[src/pkg/bpfs_params.svh]
// Contract
// - start ramp only with supply, enable, qualification
// - soft-start level ramps linearly zero to full
// - over-current protection live during ramp
// - soft-start pulled low: high off, low on
// - resume only via fresh ramp after release
// - enable low tristates both gate outputs
// - switching period programmable within frequency range
// - trailing edge: period starts high on
// - lock period to external sync rising edges
// - over-current when sense below ground, low on
// - over-current latches fault, enters hiccup
// - hiccup holds level zero, counts cycles
// - hiccup repeats while overload persists
// - blank over-current sense after low turn-on
// - over-temperature: gates off, level discharged
// - restart via soft-start after cooling hysteresis
// - regulation indicator high at threshold fraction
// - over-voltage: high off, low on meanwhile
// - over-voltage latch until supply/enable cycled
// - minimum on-time; shorter pulses skipped
// - tracking input until handover, then internal
`ifndef BPFS_PARAMS_SVH
`define BPFS_PARAMS_SVH
// -----------------------------------------------------------------
// clock and timing
// -----------------------------------------------------------------
`define BPFS_CLK_MHZ 20
`define BPFS_FSW_MIN_KHZ 250
`define BPFS_FSW_MAX_KHZ 1500
`define BPFS_PERIOD_MAX ((`BPFS_CLK_MHZ * 1000) / `BPFS_FSW_MIN_KHZ)
`define BPFS_PERIOD_MIN ((`BPFS_CLK_MHZ * 1000 + `BPFS_FSW_MAX_KHZ - 1) / `BPFS_FSW_MAX_KHZ)
`define BPFS_BLANK_NS 160
`define BPFS_BLANK_CYC ((`BPFS_BLANK_NS * `BPFS_CLK_MHZ + 999) / 1000)
`define BPFS_MINON_NS 50
`define BPFS_MINON_CYC ((`BPFS_MINON_NS * `BPFS_CLK_MHZ + 999) / 1000)
`define BPFS_DEAD_NS 50
`define BPFS_DEAD_CYC ((`BPFS_DEAD_NS * `BPFS_CLK_MHZ + 999) / 1000)
`define BPFS_HICCUP_CYCLES 4096
`define BPFS_SS_STEP_CYCLES 16
// -----------------------------------------------------------------
// register map
// -----------------------------------------------------------------
`define BPFS_ADDR_CTRL 4'h0
`define BPFS_ADDR_DUTY 4'h4
`define BPFS_ADDR_STATUS 4'h8
`define BPFS_ADDR_SSLVL 4'hC
`define BPFS_CTRL_RST 12'h028
`define BPFS_DUTY_RST 12'h000
`define BPFS_STAT_STATE_LSB 0
`define BPFS_STAT_OCF 8
`define BPFS_STAT_OVF 9
`define BPFS_STAT_REG 10
`define BPFS_STAT_REFINT 11
`define BPFS_STAT_OT 12
`endif

[src/pkg/bpfs_pkg.sv]
package bpfs_pkg;
  // -----------------------------------------------------------------
  // sequencer states, one-hot
  // -----------------------------------------------------------------
  typedef enum logic [7:0] {
    ST_OFF     = 8'h01,
    ST_SSRAMP  = 8'h02,
    ST_RUN     = 8'h04,
    ST_HICCUP  = 8'h08,
    ST_SSSHUT  = 8'h10,
    ST_THERMAL = 8'h20,
    ST_OVDIS   = 8'h40,
    ST_OVLATCH = 8'h80
  } bpfs_state_t;

  // comparator results, all active high
  typedef struct packed {
    logic supply_ok;    // supply above undervoltage_lockout
    logic enable_ok;    // enable above undervoltage_lockout
    logic qualified;    // start-up qualification
    logic ss_low;       // soft-start node below shutdown level
    logic sense_neg;    // current sense below ground
    logic temp_trip;    // die above trip point
    logic temp_cool;    // die below trip minus hysteresis
    logic fb_reg;       // feedback_input at regulation fraction
    logic fb_ov;        // feedback_input above over-voltage fraction
    logic track_hi;     // tracking input above handover
    logic sync_clk;     // external synchronisation clock
  } bpfs_cmp_t;
endpackage : bpfs_pkg

[src/hw/bpfs_top.sv]
`timescale 1ns/1ns
`include "bpfs_params.svh"
module bpfs_top #(
  parameter int PW = 12,
  parameter int SSW = 8,
  parameter int HICCUP_CYCLES = `BPFS_HICCUP_CYCLES,
  parameter int SS_STEP = `BPFS_SS_STEP_CYCLES
) (
  // clock and reset
  input wire logic ref_clk_i,
  input wire logic rst_i,
  // avalon-mm slave
  input wire logic avs_read_i,
  input wire logic avs_write_i,
  input wire logic [3:0] avs_address_i,
  input wire logic [31:0] avs_writedata_i,
  input wire logic [3:0] avs_byteenable_i,
  output logic [31:0] avs_readdata_o,
  output logic avs_waitrequest_o,
  // comparator inputs
  input wire bpfs_pkg::bpfs_cmp_t cmp_i,
  // gate drivers
  output logic high_gate_o,
  output logic high_gate_oe_o,
  output logic low_gate_o,
  output logic low_gate_oe_o,
  // indicators
  output logic regulation_indicator_o,
  output logic ref_internal_o,
  output logic overcurrent_fault_o,
  output logic overvoltage_fault_o
);
  // -----------------------------------------------------------------
  // constants
  // -----------------------------------------------------------------
  localparam logic [PW-1:0] PMIN = PW'(`BPFS_PERIOD_MIN);
  localparam logic [PW-1:0] PMAX = PW'(`BPFS_PERIOD_MAX);
  localparam logic [PW-1:0] DEAD = PW'(`BPFS_DEAD_CYC);
  localparam logic [PW-1:0] MINON = PW'(`BPFS_MINON_CYC);
  localparam logic [3:0] BLANK = 4'(`BPFS_BLANK_CYC);
  localparam logic [SSW-1:0] SS_FULL = {SSW{1'b1}};
  localparam int HW = $clog2(HICCUP_CYCLES + 1);
  localparam int SW = $clog2(SS_STEP + 1);

  // -----------------------------------------------------------------
  // input synchronisers
  // -----------------------------------------------------------------
  bpfs_pkg::bpfs_cmp_t cmp_meta_r;
  bpfs_pkg::bpfs_cmp_t cmp_r;
  logic sync_prev_r;
  logic sync_edge;
  logic por;

  // two flops on every comparator; first stage read only by second
  always_ff @(posedge ref_clk_i) begin
    if (rst_i) begin
      cmp_meta_r <= '0;
      cmp_r <= '0;
    end else begin
      cmp_meta_r <= cmp_i;
      cmp_r <= cmp_meta_r;
    end
  end

  // sync edge detector looks only at the settled stage
  always_ff @(posedge ref_clk_i) begin
    if (rst_i) begin
      sync_prev_r <= 1'b0;
    end else begin
      sync_prev_r <= cmp_r.sync_clk;
    end
  end
  assign sync_edge = cmp_r.sync_clk & ~sync_prev_r;
  assign por = cmp_r.supply_ok & cmp_r.enable_ok;

  // -----------------------------------------------------------------
  // registers and bus slave
  // -----------------------------------------------------------------
  logic [PW-1:0] period_set_r;
  logic [PW-1:0] duty_r;
  logic ack_r;
  logic req;
  logic take;
  logic [31:0] rdata_nxt;
  bpfs_pkg::bpfs_state_t state_r;
  logic [SSW-1:0] ss_level_r;
  logic overcurrent_fault_r;
  logic regulation_r;

  // one wait cycle per access; read data is loaded in the wait cycle
  assign req = avs_read_i | avs_write_i;
  assign take = req & ack_r;
  assign avs_waitrequest_o = req & ~ack_r;

  always_ff @(posedge ref_clk_i) begin
    if (rst_i) begin
      ack_r <= 1'b0;
    end else begin
      ack_r <= req & ~ack_r;
    end
  end

  // write side: low two byte lanes carry the 12-bit fields
  always_ff @(posedge ref_clk_i) begin
    if (rst_i) begin
      period_set_r <= PW'(`BPFS_CTRL_RST);
      duty_r <= PW'(`BPFS_DUTY_RST);
    end else if (take && avs_write_i) begin
      if (avs_address_i == `BPFS_ADDR_CTRL) begin
        if (avs_byteenable_i[0]) period_set_r[7:0] <= avs_writedata_i[7:0];
        if (avs_byteenable_i[1]) period_set_r[11:8] <= avs_writedata_i[11:8];
      end else if (avs_address_i == `BPFS_ADDR_DUTY) begin
        if (avs_byteenable_i[0]) duty_r[7:0] <= avs_writedata_i[7:0];
        if (avs_byteenable_i[1]) duty_r[11:8] <= avs_writedata_i[11:8];
      end
    end
  end

  // read mux; unmapped offsets read zero
  always_comb begin
    rdata_nxt = 32'h00000000;
    if (avs_address_i == `BPFS_ADDR_CTRL) begin
      rdata_nxt[PW-1:0] = period_set_r;
    end else if (avs_address_i == `BPFS_ADDR_DUTY) begin
      rdata_nxt[PW-1:0] = duty_r;
    end else if (avs_address_i == `BPFS_ADDR_STATUS) begin
      rdata_nxt[`BPFS_STAT_STATE_LSB +: 8] = state_r;
      rdata_nxt[`BPFS_STAT_OCF] = overcurrent_fault_r;
      rdata_nxt[`BPFS_STAT_OVF] = overvoltage_fault_o;
      rdata_nxt[`BPFS_STAT_REG] = regulation_r;
      rdata_nxt[`BPFS_STAT_REFINT] = ref_internal_o;
      rdata_nxt[`BPFS_STAT_OT] = (state_r == bpfs_pkg::ST_THERMAL);
    end else if (avs_address_i == `BPFS_ADDR_SSLVL) begin
      rdata_nxt[SSW-1:0] = ss_level_r;
    end
  end

  always_ff @(posedge ref_clk_i) begin
    if (rst_i) begin
      avs_readdata_o <= 32'h00000000;
    end else if (avs_read_i && !ack_r) begin
      avs_readdata_o <= rdata_nxt;
    end
  end

  // -----------------------------------------------------------------
  // switching period
  // -----------------------------------------------------------------
  logic [PW-1:0] period_eff;
  logic [PW-1:0] cnt_r;
  logic wrap;

  // out-of-range settings clamp to the supported frequency span
  always_comb begin
    period_eff = period_set_r;
    if (period_set_r < PMIN) period_eff = PMIN;
    if (period_set_r > PMAX) period_eff = PMAX;
  end
  assign wrap = (cnt_r >= period_eff - PW'(1));

  // sync edge restarts the period; free-run must be slower than sync
  always_ff @(posedge ref_clk_i) begin
    if (rst_i) begin
      cnt_r <= '0;
    end else if (wrap || sync_edge) begin
      cnt_r <= '0;
    end else begin
      cnt_r <= cnt_r + PW'(1);
    end
  end

  // -----------------------------------------------------------------
  // protection and soft-start sequencer
  // -----------------------------------------------------------------
  logic [3:0] ls_cnt_r;
  logic ocp_hit;
  logic [HW-1:0] hic_cnt_r;
  logic hic_done;
  logic [SW-1:0] step_r;
  logic gate_r_hs;
  logic gate_r_ls;
  logic live;

  assign live = (state_r == bpfs_pkg::ST_SSRAMP) || (state_r == bpfs_pkg::ST_RUN);
  // sensed only after blanking, while low side conducts, ramp included
  assign ocp_hit = live && gate_r_ls && (ls_cnt_r >= BLANK) && cmp_r.sense_neg;
  assign hic_done = wrap && (hic_cnt_r == HW'(HICCUP_CYCLES - 1));

  // fault order: over-voltage, thermal, soft-start pull-down, current
  always_ff @(posedge ref_clk_i) begin
    if (rst_i) begin
      state_r <= bpfs_pkg::ST_OFF;
    end else if (!por) begin
      state_r <= bpfs_pkg::ST_OFF;
    end else begin
      case (state_r)
        bpfs_pkg::ST_OFF: begin
          if (cmp_r.qualified) state_r <= bpfs_pkg::ST_SSRAMP;
        end
        bpfs_pkg::ST_SSRAMP, bpfs_pkg::ST_RUN: begin
          if (cmp_r.fb_ov) state_r <= bpfs_pkg::ST_OVDIS;
          else if (cmp_r.temp_trip) state_r <= bpfs_pkg::ST_THERMAL;
          else if (cmp_r.ss_low) state_r <= bpfs_pkg::ST_SSSHUT;
          else if (ocp_hit) state_r <= bpfs_pkg::ST_HICCUP;
          else if (state_r == bpfs_pkg::ST_SSRAMP && ss_level_r == SS_FULL) begin
            state_r <= bpfs_pkg::ST_RUN;
          end
        end
        bpfs_pkg::ST_HICCUP: begin
          if (cmp_r.fb_ov) state_r <= bpfs_pkg::ST_OVDIS;
          else if (cmp_r.temp_trip) state_r <= bpfs_pkg::ST_THERMAL;
          else if (hic_done) state_r <= bpfs_pkg::ST_SSRAMP;
        end
        bpfs_pkg::ST_SSSHUT: begin
          if (cmp_r.fb_ov) state_r <= bpfs_pkg::ST_OVDIS;
          else if (cmp_r.temp_trip) state_r <= bpfs_pkg::ST_THERMAL;
          else if (!cmp_r.ss_low) state_r <= bpfs_pkg::ST_SSRAMP;
        end
        bpfs_pkg::ST_THERMAL: begin
          if (cmp_r.temp_cool && !cmp_r.temp_trip) state_r <= bpfs_pkg::ST_SSRAMP;
        end
        bpfs_pkg::ST_OVDIS: begin
          if (!cmp_r.fb_ov) state_r <= bpfs_pkg::ST_OVLATCH;
        end
        bpfs_pkg::ST_OVLATCH: begin
          state_r <= bpfs_pkg::ST_OVLATCH;
        end
        default: begin
          state_r <= bpfs_pkg::ST_OFF;
        end
      endcase
    end
  end

  // over-current latch: set in live states, cleared at hiccup end
  always_ff @(posedge ref_clk_i) begin
    if (rst_i || !por) begin
      overcurrent_fault_r <= 1'b0;
    end else if (ocp_hit) begin
      overcurrent_fault_r <= 1'b1;
    end else if (state_r == bpfs_pkg::ST_HICCUP && hic_done) begin
      overcurrent_fault_r <= 1'b0;
    end
  end

  // hiccup counts whole switching periods
  always_ff @(posedge ref_clk_i) begin
    if (rst_i || state_r != bpfs_pkg::ST_HICCUP) begin
      hic_cnt_r <= '0;
    end else if (wrap) begin
      hic_cnt_r <= hic_cnt_r + HW'(1);
    end
  end

  // ramp level: zero outside ramp and run, so any fault discharges it
  always_ff @(posedge ref_clk_i) begin
    if (rst_i || !live) begin
      ss_level_r <= '0;
      step_r <= '0;
    end else if (state_r == bpfs_pkg::ST_RUN) begin
      ss_level_r <= SS_FULL;
      step_r <= '0;
    end else if (step_r == SW'(SS_STEP - 1)) begin
      step_r <= '0;
      if (ss_level_r != SS_FULL) ss_level_r <= ss_level_r + SSW'(1);
    end else begin
      step_r <= step_r + SW'(1);
    end
  end

  // -----------------------------------------------------------------
  // trailing-edge modulator and gate outputs
  // -----------------------------------------------------------------
  logic [PW+SSW-1:0] prod;
  logic [PW-1:0] on_dem;
  logic [PW-1:0] on_len;
  logic [PW-1:0] on_max;
  logic hs_want;
  logic ls_want;
  logic oe_nxt;

  // ramp scales the demanded on-time, so the target rises gradually
  assign prod = duty_r * ss_level_r;
  assign on_max = period_eff - DEAD - DEAD - PW'(1);
  always_comb begin
    on_dem = (state_r == bpfs_pkg::ST_RUN) ? duty_r : prod[PW+SSW-1:SSW];
    on_len = (on_dem > on_max) ? on_max : on_dem;
    if (on_len < MINON) on_len = '0;
  end

  always_comb begin
    hs_want = 1'b0;
    ls_want = 1'b0;
    oe_nxt = 1'b1;
    case (state_r)
      bpfs_pkg::ST_SSRAMP, bpfs_pkg::ST_RUN: begin
        // high turns on one dead time after period start; duty count ends it
        hs_want = (on_len != '0) && (cnt_r >= DEAD) && (cnt_r < DEAD + on_len);
        ls_want = (cnt_r >= DEAD + DEAD + on_len);
      end
      bpfs_pkg::ST_SSSHUT, bpfs_pkg::ST_OVDIS: begin
        ls_want = 1'b1;
      end
      bpfs_pkg::ST_OFF: begin
        oe_nxt = 1'b0;
      end
      default: begin
        oe_nxt = 1'b1;
      end
    endcase
  end

  // each side waits for the other's flop to be low: one-cycle dead time
  always_ff @(posedge ref_clk_i) begin
    if (rst_i) begin
      gate_r_hs <= 1'b0;
      gate_r_ls <= 1'b0;
      high_gate_oe_o <= 1'b0;
      low_gate_oe_o <= 1'b0;
    end else begin
      gate_r_hs <= hs_want & ~gate_r_ls & ~ls_want;
      gate_r_ls <= ls_want & ~gate_r_hs;
      high_gate_oe_o <= oe_nxt;
      low_gate_oe_o <= oe_nxt;
    end
  end
  assign high_gate_o = gate_r_hs;
  assign low_gate_o = gate_r_ls;

  // blanking counter restarts on every low-side turn-on
  always_ff @(posedge ref_clk_i) begin
    if (rst_i || !gate_r_ls) begin
      ls_cnt_r <= '0;
    end else if (ls_cnt_r < BLANK) begin
      ls_cnt_r <= ls_cnt_r + 4'h1;
    end
  end

  // -----------------------------------------------------------------
  // indicators
  // -----------------------------------------------------------------
  always_ff @(posedge ref_clk_i) begin
    if (rst_i) begin
      regulation_r <= 1'b0;
      ref_internal_o <= 1'b0;
    end else begin
      regulation_r <= live && cmp_r.fb_reg && !cmp_r.fb_ov;
      ref_internal_o <= cmp_r.track_hi;
    end
  end
  assign regulation_indicator_o = regulation_r;
  assign overcurrent_fault_o = overcurrent_fault_r;
  assign overvoltage_fault_o = (state_r == bpfs_pkg::ST_OVDIS) ||
                               (state_r == bpfs_pkg::ST_OVLATCH);
endmodule : bpfs_top

[config.mk]
export PLATFORM = sky130hd
export DESIGN_NAME = bpfs_top
export DESIGN_NICKNAME = d
export VERILOG_FILES = /design/src/pkg/bpfs_pkg.sv /design/src/hw/bpfs_top.sv
export VERILOG_INCLUDE_DIRS = /design/src /design/src/pkg
export SDC_FILE = /design/constraint.sdc
export NUM_CORES = 1
export LEC_CHECK = 0
export BUFFER_PORTS_ARGS = -buffer_cell sky130_fd_sc_hd__buf_2
export CAP_MARGIN = 20
export CORE_MARGIN = 1.5
export CORE_UTILIZATION = 40
export CTS_BUF_LIST = sky130_fd_sc_hd__clkbuf_8
export CTS_CLUSTER_DIAMETER = 120
export DETAILED_ROUTE_END_ITERATION = 10
export HOLD_SLACK_MARGIN = 0.12
export SLEW_MARGIN = 30
export SYNTH_ARGS = -nofsm -noshare
export SYNTH_HDL_FRONTEND = slang
export SYNTH_SLANG_ARGS = --single-unit
[constraint.sdc]
create_clock -name ref_clk_i -period 9.3 [get_ports ref_clk_i]
set_input_delay 1.86 -clock ref_clk_i [delete_from_list [all_inputs] [get_ports ref_clk_i]]
set_output_delay 1.86 -clock ref_clk_i [all_outputs]
set_load 0.01 [all_outputs]
# Yosys cells after proc, flatten, opt, wreduce, memory -nomap -nowiden
# Cells that the tools add are included.
dict set report totals {
  input_bits 55
  reg_bits 117
  output_inout_bits 41
  word_cells 176
}
dict set report op_classes {
  order_cmp 10
  n_addsub 10
  n_reduce_logical 42
  bitwise 15
  mux 35
  eq_ne 22
  multipliers 1
}
# operator count
set ops {}
lappend ops {{2-to-1 mux 8 bit} 19}
lappend ops {{2-to-1 mux 12 bit} 7}
lappend ops {{one-hot mux 8 bit (7 select lines)} 1}
lappend ops {{subtractor 12 x 1 -> 12 bit, second input constant} 3}
lappend ops {{greater-or-equal comparator 12 bit} 2}
lappend ops {{multiplier 12 x 8 -> 20 bit} 1}
lappend ops {{== test 8 bit, second input constant} 2}
lappend ops {{adder 13 x 1 -> 13 bit, second input constant} 1}
lappend ops {{== test 13 x 12 -> 1 bit, second input constant} 1}
lappend ops {{logical AND 1 bit} 13}
lappend ops {{adder 1 x 12 -> 12 bit, first input constant} 1}
lappend ops {{adder 12 x 1 -> 12 bit, second input constant} 1}
lappend ops {{adder 2 x 12 -> 12 bit, first input constant} 1}
lappend ops {{greater-or-equal comparator 12 x 1 -> 1 bit, second input constant} 1}
lappend ops {{greater-than comparator 12 bit} 1}
lappend ops {{greater-than comparator 12 x 7 -> 1 bit, second input constant} 1}
lappend ops {{less-than comparator 12 x 1 -> 1 bit, second input constant} 1}
lappend ops {{less-than comparator 12 bit} 1}
lappend ops {{less-than comparator 12 x 4 -> 1 bit, second input constant} 1}
lappend ops {{nonzero test 12 bit} 1}
lappend ops {{adder 8 x 1 -> 8 bit, second input constant} 1}
lappend ops {{== test 4 bit, second input constant} 2}
lappend ops {{== test 8 x 1 -> 1 bit, second input constant} 1}
lappend ops {{== test 8 x 2 -> 1 bit, second input constant} 1}
lappend ops {{33 further kinds} 70}

# Depth between registers and ports, before layout
dict set report logic_depth {
  depth_word 16
  mapped_depth 41
  depth_no_buf 36
}

# Least setup slack after synthesis
# Ideal clock, no wire load.
dict set report synth_timing {
  kind {reg2reg}
  startpoint {reg ss_level_r[3]}
  endpoint {reg gate_r_hs, in the netlist high_gate_o}
  required_ns 9.209
  t_arrival_ns 8.178
  slack_ns 1.031
  path_stages_with_launch 35
  setup_time_ns 0.091
  n_path_buf 2
  synth_period_minus_slack_ns 8.269
  cell_sequence {dfxtp_1 clkbuf_1 clkbuf_1 and2_1 fa_1 inv_1 fa_1 fa_1 fa_1 inv_1 ha_1 a21oi_1 nand2_1 a41oi_1 o21ai_0 a2111o_1 nand3_1 inv_2 ha_1 and3_1 a221o_1 a221o_1 o21ai_2 mux2i_1 inv_1 ha_1 o2111ai_1 nor3_2 nor4b_2 xor2_1 ha_1 a211o_1 a311oi_1 o21ai_0 a311oi_1}
}
dict set report synth_via {
  elab_chain_len 12
  word_cells_on_any_way 18
  cone_classes {add/sub: 2; mul: 1; order compare: 4; mux: 5; bitwise: 3; reduce/logical: 3}
}
# element line_no
set synth_lines {}
lappend synth_lines {{start, declared} bpfs_top.sv:86} ;# logic [SSW-1:0] ss_level_r;
lappend synth_lines {{start signal, assigned} bpfs_top.sv:265} ;# if (ss_level_r != SS_FULL) ss_level_r <= ss_level_r + SSW'(1);
lappend synth_lines {{multiplier 12 x 8 -> 20 bit (*)} bpfs_top.sv:283} ;# assign prod = duty_r * ss_level_r;
lappend synth_lines {{2-to-1 mux 12 bit (*)} bpfs_top.sv:286} ;# on_dem = (state_r == bpfs_pkg::ST_RUN) ? duty_r : prod[PW+SSW-1:SSW];
lappend synth_lines {{greater-than comparator 12 bit} bpfs_top.sv:287} ;# on_len = (on_dem > on_max) ? on_max : on_dem;
lappend synth_lines {{2-to-1 mux 12 bit (*)} bpfs_top.sv:287}
lappend synth_lines {{less-than comparator 12 x 1 -> 1 bit} bpfs_top.sv:288} ;# if (on_len < MINON) on_len = '0;
lappend synth_lines {{2-to-1 mux 12 bit (*)} bpfs_top.sv:288}
lappend synth_lines {{adder 1 x 12 -> 12 bit or nonzero test 12 bit (tied branches)} bpfs_top.sv:298} ;# hs_want = (on_len != '0) && (cnt_r >= DEAD) && (cnt_r < DEAD + on_len);
lappend synth_lines {{less-than comparator 12 bit or logical AND 1 bit (tied branches)} bpfs_top.sv:298}
lappend synth_lines {{logical AND 1 bit} bpfs_top.sv:298}
lappend synth_lines {{2-to-1 mux 1 bit} bpfs_top.sv:295} ;# case (state_r)
lappend synth_lines {{AND 1 bit} bpfs_top.sv:321} ;# gate_r_hs <= hs_want & ~gate_r_ls & ~ls_want;
lappend synth_lines {{AND 1 bit (*)} bpfs_top.sv:321}
lappend synth_lines {{end signal, assigned} bpfs_top.sv:321}
lappend synth_lines {{end, declared} bpfs_top.sv:180} ;# logic gate_r_hs;
# Mark *: on every way between the ends. The rest lies on a longest branch, timed or not.
# A chain may end at the register's enable or synchronous reset.

# Final worst setup path
dict set report layout_timing {
  startpoint {reg ss_level_r[4]}
  endpoint {reg gate_r_hs, in the netlist high_gate_o}
}
# The elaborated chain is that of the path after synthesis.

==> results.md <==
* CTS buffer count at 17
* RSZ-0062 raised after global routing: no
* Crit-path max cell delay at 550 ps
* CP Class: flop to flop
* Vias post-DR at 8224
* Comb pwr share at 0.064
* Final Skew at 17.6 ps
* Largest net degree at the start of global routing at 71
* Post-synthesis area per instance at 8.40 sq um
* Min-Delay Path Class: flop to flop
* Post-Synth XOR/XNOR Area at 0.0546
* Hold depth at 1
* Sw power at 303 uW
* Adder-cell area share of the yosys netlist at 0.238
* Starting density of the core at 0.412
* Asr flop ratio synth at 0
* Setup repair bufs after CTS at 0
* Area of the die at 0.0262 sq mm
* Worst EP arrival at 9040 ps
* Clock sink total at 117
* Total grt overflow at 0
* Final Slew Violations at 0
* Setup TNS at 0 ps
* Port buffer count at 54
* PostCTS Resize Cnt at 0
* Switching share of total power at 0.292
* DP HPWL at 19500 um
* VDD IR max at 0.0854 mV
* CTS Root Cell: clkbuf_8
* FMAX at 0.115 GHz
* Detailed Route WL at 24900 um
* Clk Latency, worst-skew pair at 460 ps
* Routed len/inst at 15.7 um
* Synth Area in Compound Gates at 0.121
* Synth cell types at 76
* Clock share of power at 0.439
* Worst flop-to-flop path startpoint: ss_level_r[4]$_SDFFE_PP0P_
* ANT cells at 0
* DRT iter0 DRCs at 383
* Worst-path maximum fanout at 10
* Total Nets Final at 1456
* Core Rows at 57
* Die Y at 162 um
* Yosys reg bits at 117
* Hold_sp: cmp_meta_r[2]$_SDFF_PP0_
* Core box area at 0.0245 sq mm
* Setup ws final at 610 ps
* Vias in the first global route at 8122
* Power per cell area at 93.9 mW/mm^2
* Part of the cycle the worst path needs at 0.934
* Seq/Total Area, Yosys at 0.232
* Flop pwr share at 0.498
* Area Overhead vs Synth at 9.45%
* Endpoints failing setup at 0
* Via density at 5.20
* Post-synthesis mux area share at 0.0349
* Worst r2r path cells at 31
* Setup WS pre-CTS at 602 ps
* Post-synth top flop: dfxtp_1
* All-layer global routing usage at 0.199
* Largest family of logic cells by synthesized area: simple AND/OR/NAND/NOR gates
* Worst Tran Pin Value at 847 ps
* Share of layout cells above drive strength 1 at 0.115
* Post-route DRC at 0
* Max-Slew Margin vs Limit at 0.430
* Hold-fix buffers at CTS at 0
* DRT antenna net count at 0
* Hold worst-path end: cmp_r[2]$_SDFF_PP0_
* Initial antenna violation count at 1
* Leak at 0.00479 uW
* Max-cap viol count at 0
* Cell Area, Synth at 0.0101 sq mm
* Critical Path Sink Type: flop
* Critical Path Source Type: flop
* I/O Pins at 96
* R2r setup slk at 610 ps
* DRT Pass-1 Iters at 5
* Internal power at 735 uW
* Status: finished clean
* Instance count of the mapped netlist at 1203
* Clock slew at reported path FFs at 90 ps
* Synthesis warning total at 0
* RR Endpoint: high_gate_o$_SDFF_PP0_
* First-pass GRT wire length at 41700 um
* CP bufs+invs at 4
* Worst path slowest cell: dfxtp_1
* Clock Tree Buf Depth at 2
* Post-synthesis simple-gate area fraction at 0.247
* EDFF count, synth at 0
* Final GP Congestion at 0.866
* Hold Fails Final Rpt at 0
* CTS tree: done
* Tmin final at 8690 ps
* Htree depth at 4
* CP top delay family: adder cells
* CP required at 9650 ps
* Horiz. Die Dim at 162 um
Yosys cell counts (all sizes together), types with 9 or more instances:
library cell	count	share of area
nor2	118	0.044
dfxtp	117	0.23
ha	98	0.12
nand2	93	0.035
inv	92	0.034
and2	79	0.049
fa	59	0.12
a21oi	55	0.028
clkbuf	52	0.019
xnor2	39	0.034
nor2b	36	0.022
o21ai	35	0.018
nand3	34	0.018
nor3	34	0.017
buf	26	0.017
mux2i	24	0.024
xor2	24	0.021
nor4	15	0.012
and3	13	0.0081
a21o	12	0.0089
nand4	12	0.0089
o21a	12	0.0089
mux2	10	0.011
a221oi	9	0.0078
metal layers:
layer  vias up  GRT usage  part of all wire
met5         -          0           0.00052
met4         2     0.0563             0.015
met3        26     0.0271             0.034
met2       145      0.333              0.47
met1      3927      0.269              0.48
li1       4124          -                 -
cell usage in the layout, fill, tap and decap left out, types with 8 or more instances in the layout:
| cell | n |
|---|---|
| a221oi_1 | 9 |
| ha_1 | 98 |
| xnor2_1 | 39 |
| nand3_1 | 33 |
| fa_1 | 59 |
| and2_1 | 79 |
| mux2i_1 | 24 |
| nand2_1 | 93 |
| inv_1 | 90 |
| nor2b_1 | 36 |
| conb_1 | 26 |
| dfxtp_1 | 114 |
| buf_2 | 54 |
| a21o_1 | 12 |
| a21oi_1 | 53 |
| nand4_1 | 11 |
| xor2_1 | 24 |
| nor3_1 | 33 |
| mux2_2 | 10 |
| buf_4 | 22 |
| and3_1 | 13 |
| nor4_1 | 11 |
| o21a_1 | 12 |
| o21ai_0 | 29 |
| nor2_1 | 118 |
| nand2b_1 | 8 |
| a22o_1 | 8 |
| clkbuf_8 | 17 |
metrics by stage:
stage | hold slack (ps) | total power [uW] | area [sq um] | instances | utilization
final | 442 | 1040 | 11100 | 1581 | 0.451
after global routing | 455 | 1080 | 11100 | 1581 | 0.451
after CTS | 446 | 1050 | 11100 | 1581 | 0.451
after detailed placement | 424 | 594 | 10700 | 1549 | 0.435
after global placement | 416 | 594 | 10700 | 1549 | 0.435
after floorplan | 414 | 575 | 10200 | 1227 | -
power by group through the flow:
stage / Combinational (uW) / Sequential (uW) / Clock, uW
global route: 74.7 / 518 / 491
finish: 66.0 / 517 / 455
floorplan: 48.5 / 526 / 0
CTS: 66.0 / 517 / 466
global placement: 65.1 / 529 / 0
detailed placement: 65.6 / 529 / 0
final cells by class:
type                       instances  area (sq um)
clock buffer                      17           234
clock inverter                    15           154
fill                            2513         13500
inverter                          93           354
multi-input combinational        939          7130
sequential                       117          2350
tap                              324           405
timing repair buffer              76           435
logic make-up (layout without fill, tap and decap cells):
logic type	after synthesis	count (layout)
xor gates and xnor gates	63	63
DFF	117	117
buffers and inverters	171	201
adders and majority gates	157	157
and+or+nand+nor	475	475
muxes	34	34
other	2	26
AOI/OAI and AO/OA	184	184
worst register-to-register path: cells and delay by family (launching register included):
kind / cells / cell delay [ps]
adders and majority gates: 8 / 3180
AOI/OAI and AO/OA: 8 / 2240
and+or+nand+nor: 9 / 1670
DFF: 1 / 550
buffers and inverters: 4 / 460
muxes: 1 / 270
xor gates and xnor gates: 1 / 210
worst max-delay path by stage:
stage,from,endpoint,depth (start not counted)
2_1_floorplan,ss_level_r[3]$_SDFFE_PP0P_,high_gate_o$_SDFF_PP0_,34
3_3_place_gp,ss_level_r[2]$_SDFFE_PP0P_,high_gate_o$_SDFF_PP0_,31
3_5_place_dp,ss_level_r[2]$_SDFFE_PP0P_,high_gate_o$_SDFF_PP0_,31
4_1_cts,ss_level_r[2]$_SDFFE_PP0P_,high_gate_o$_SDFF_PP0_,31
5_1_grt,duty_r[8]$_SDFFE_PP0P_,high_gate_o$_SDFF_PP0_,32
6_report,ss_level_r[4]$_SDFFE_PP0P_,high_gate_o$_SDFF_PP0_,31
flip-flops by register name, indices dropped and copies added (netlist names):
name and cells:
ls_cnt_r 4, cmp_meta_r 11, low_gate_o 1, duty_r 12, sync_prev_r 1, ss_level_r 8, low_gate_oe_o 1, regulation_indicator_o 1
overcurrent_fault_o 1, ack_r 1, cmp_r 11, period_set_r 12, cnt_r 12, high_gate_o 1, state_r 8, ref_internal_o 1
step_r 5, hic_cnt_r 13, avs_readdata_o 13
No activity file was read; power rests on OpenSTA's default activity.
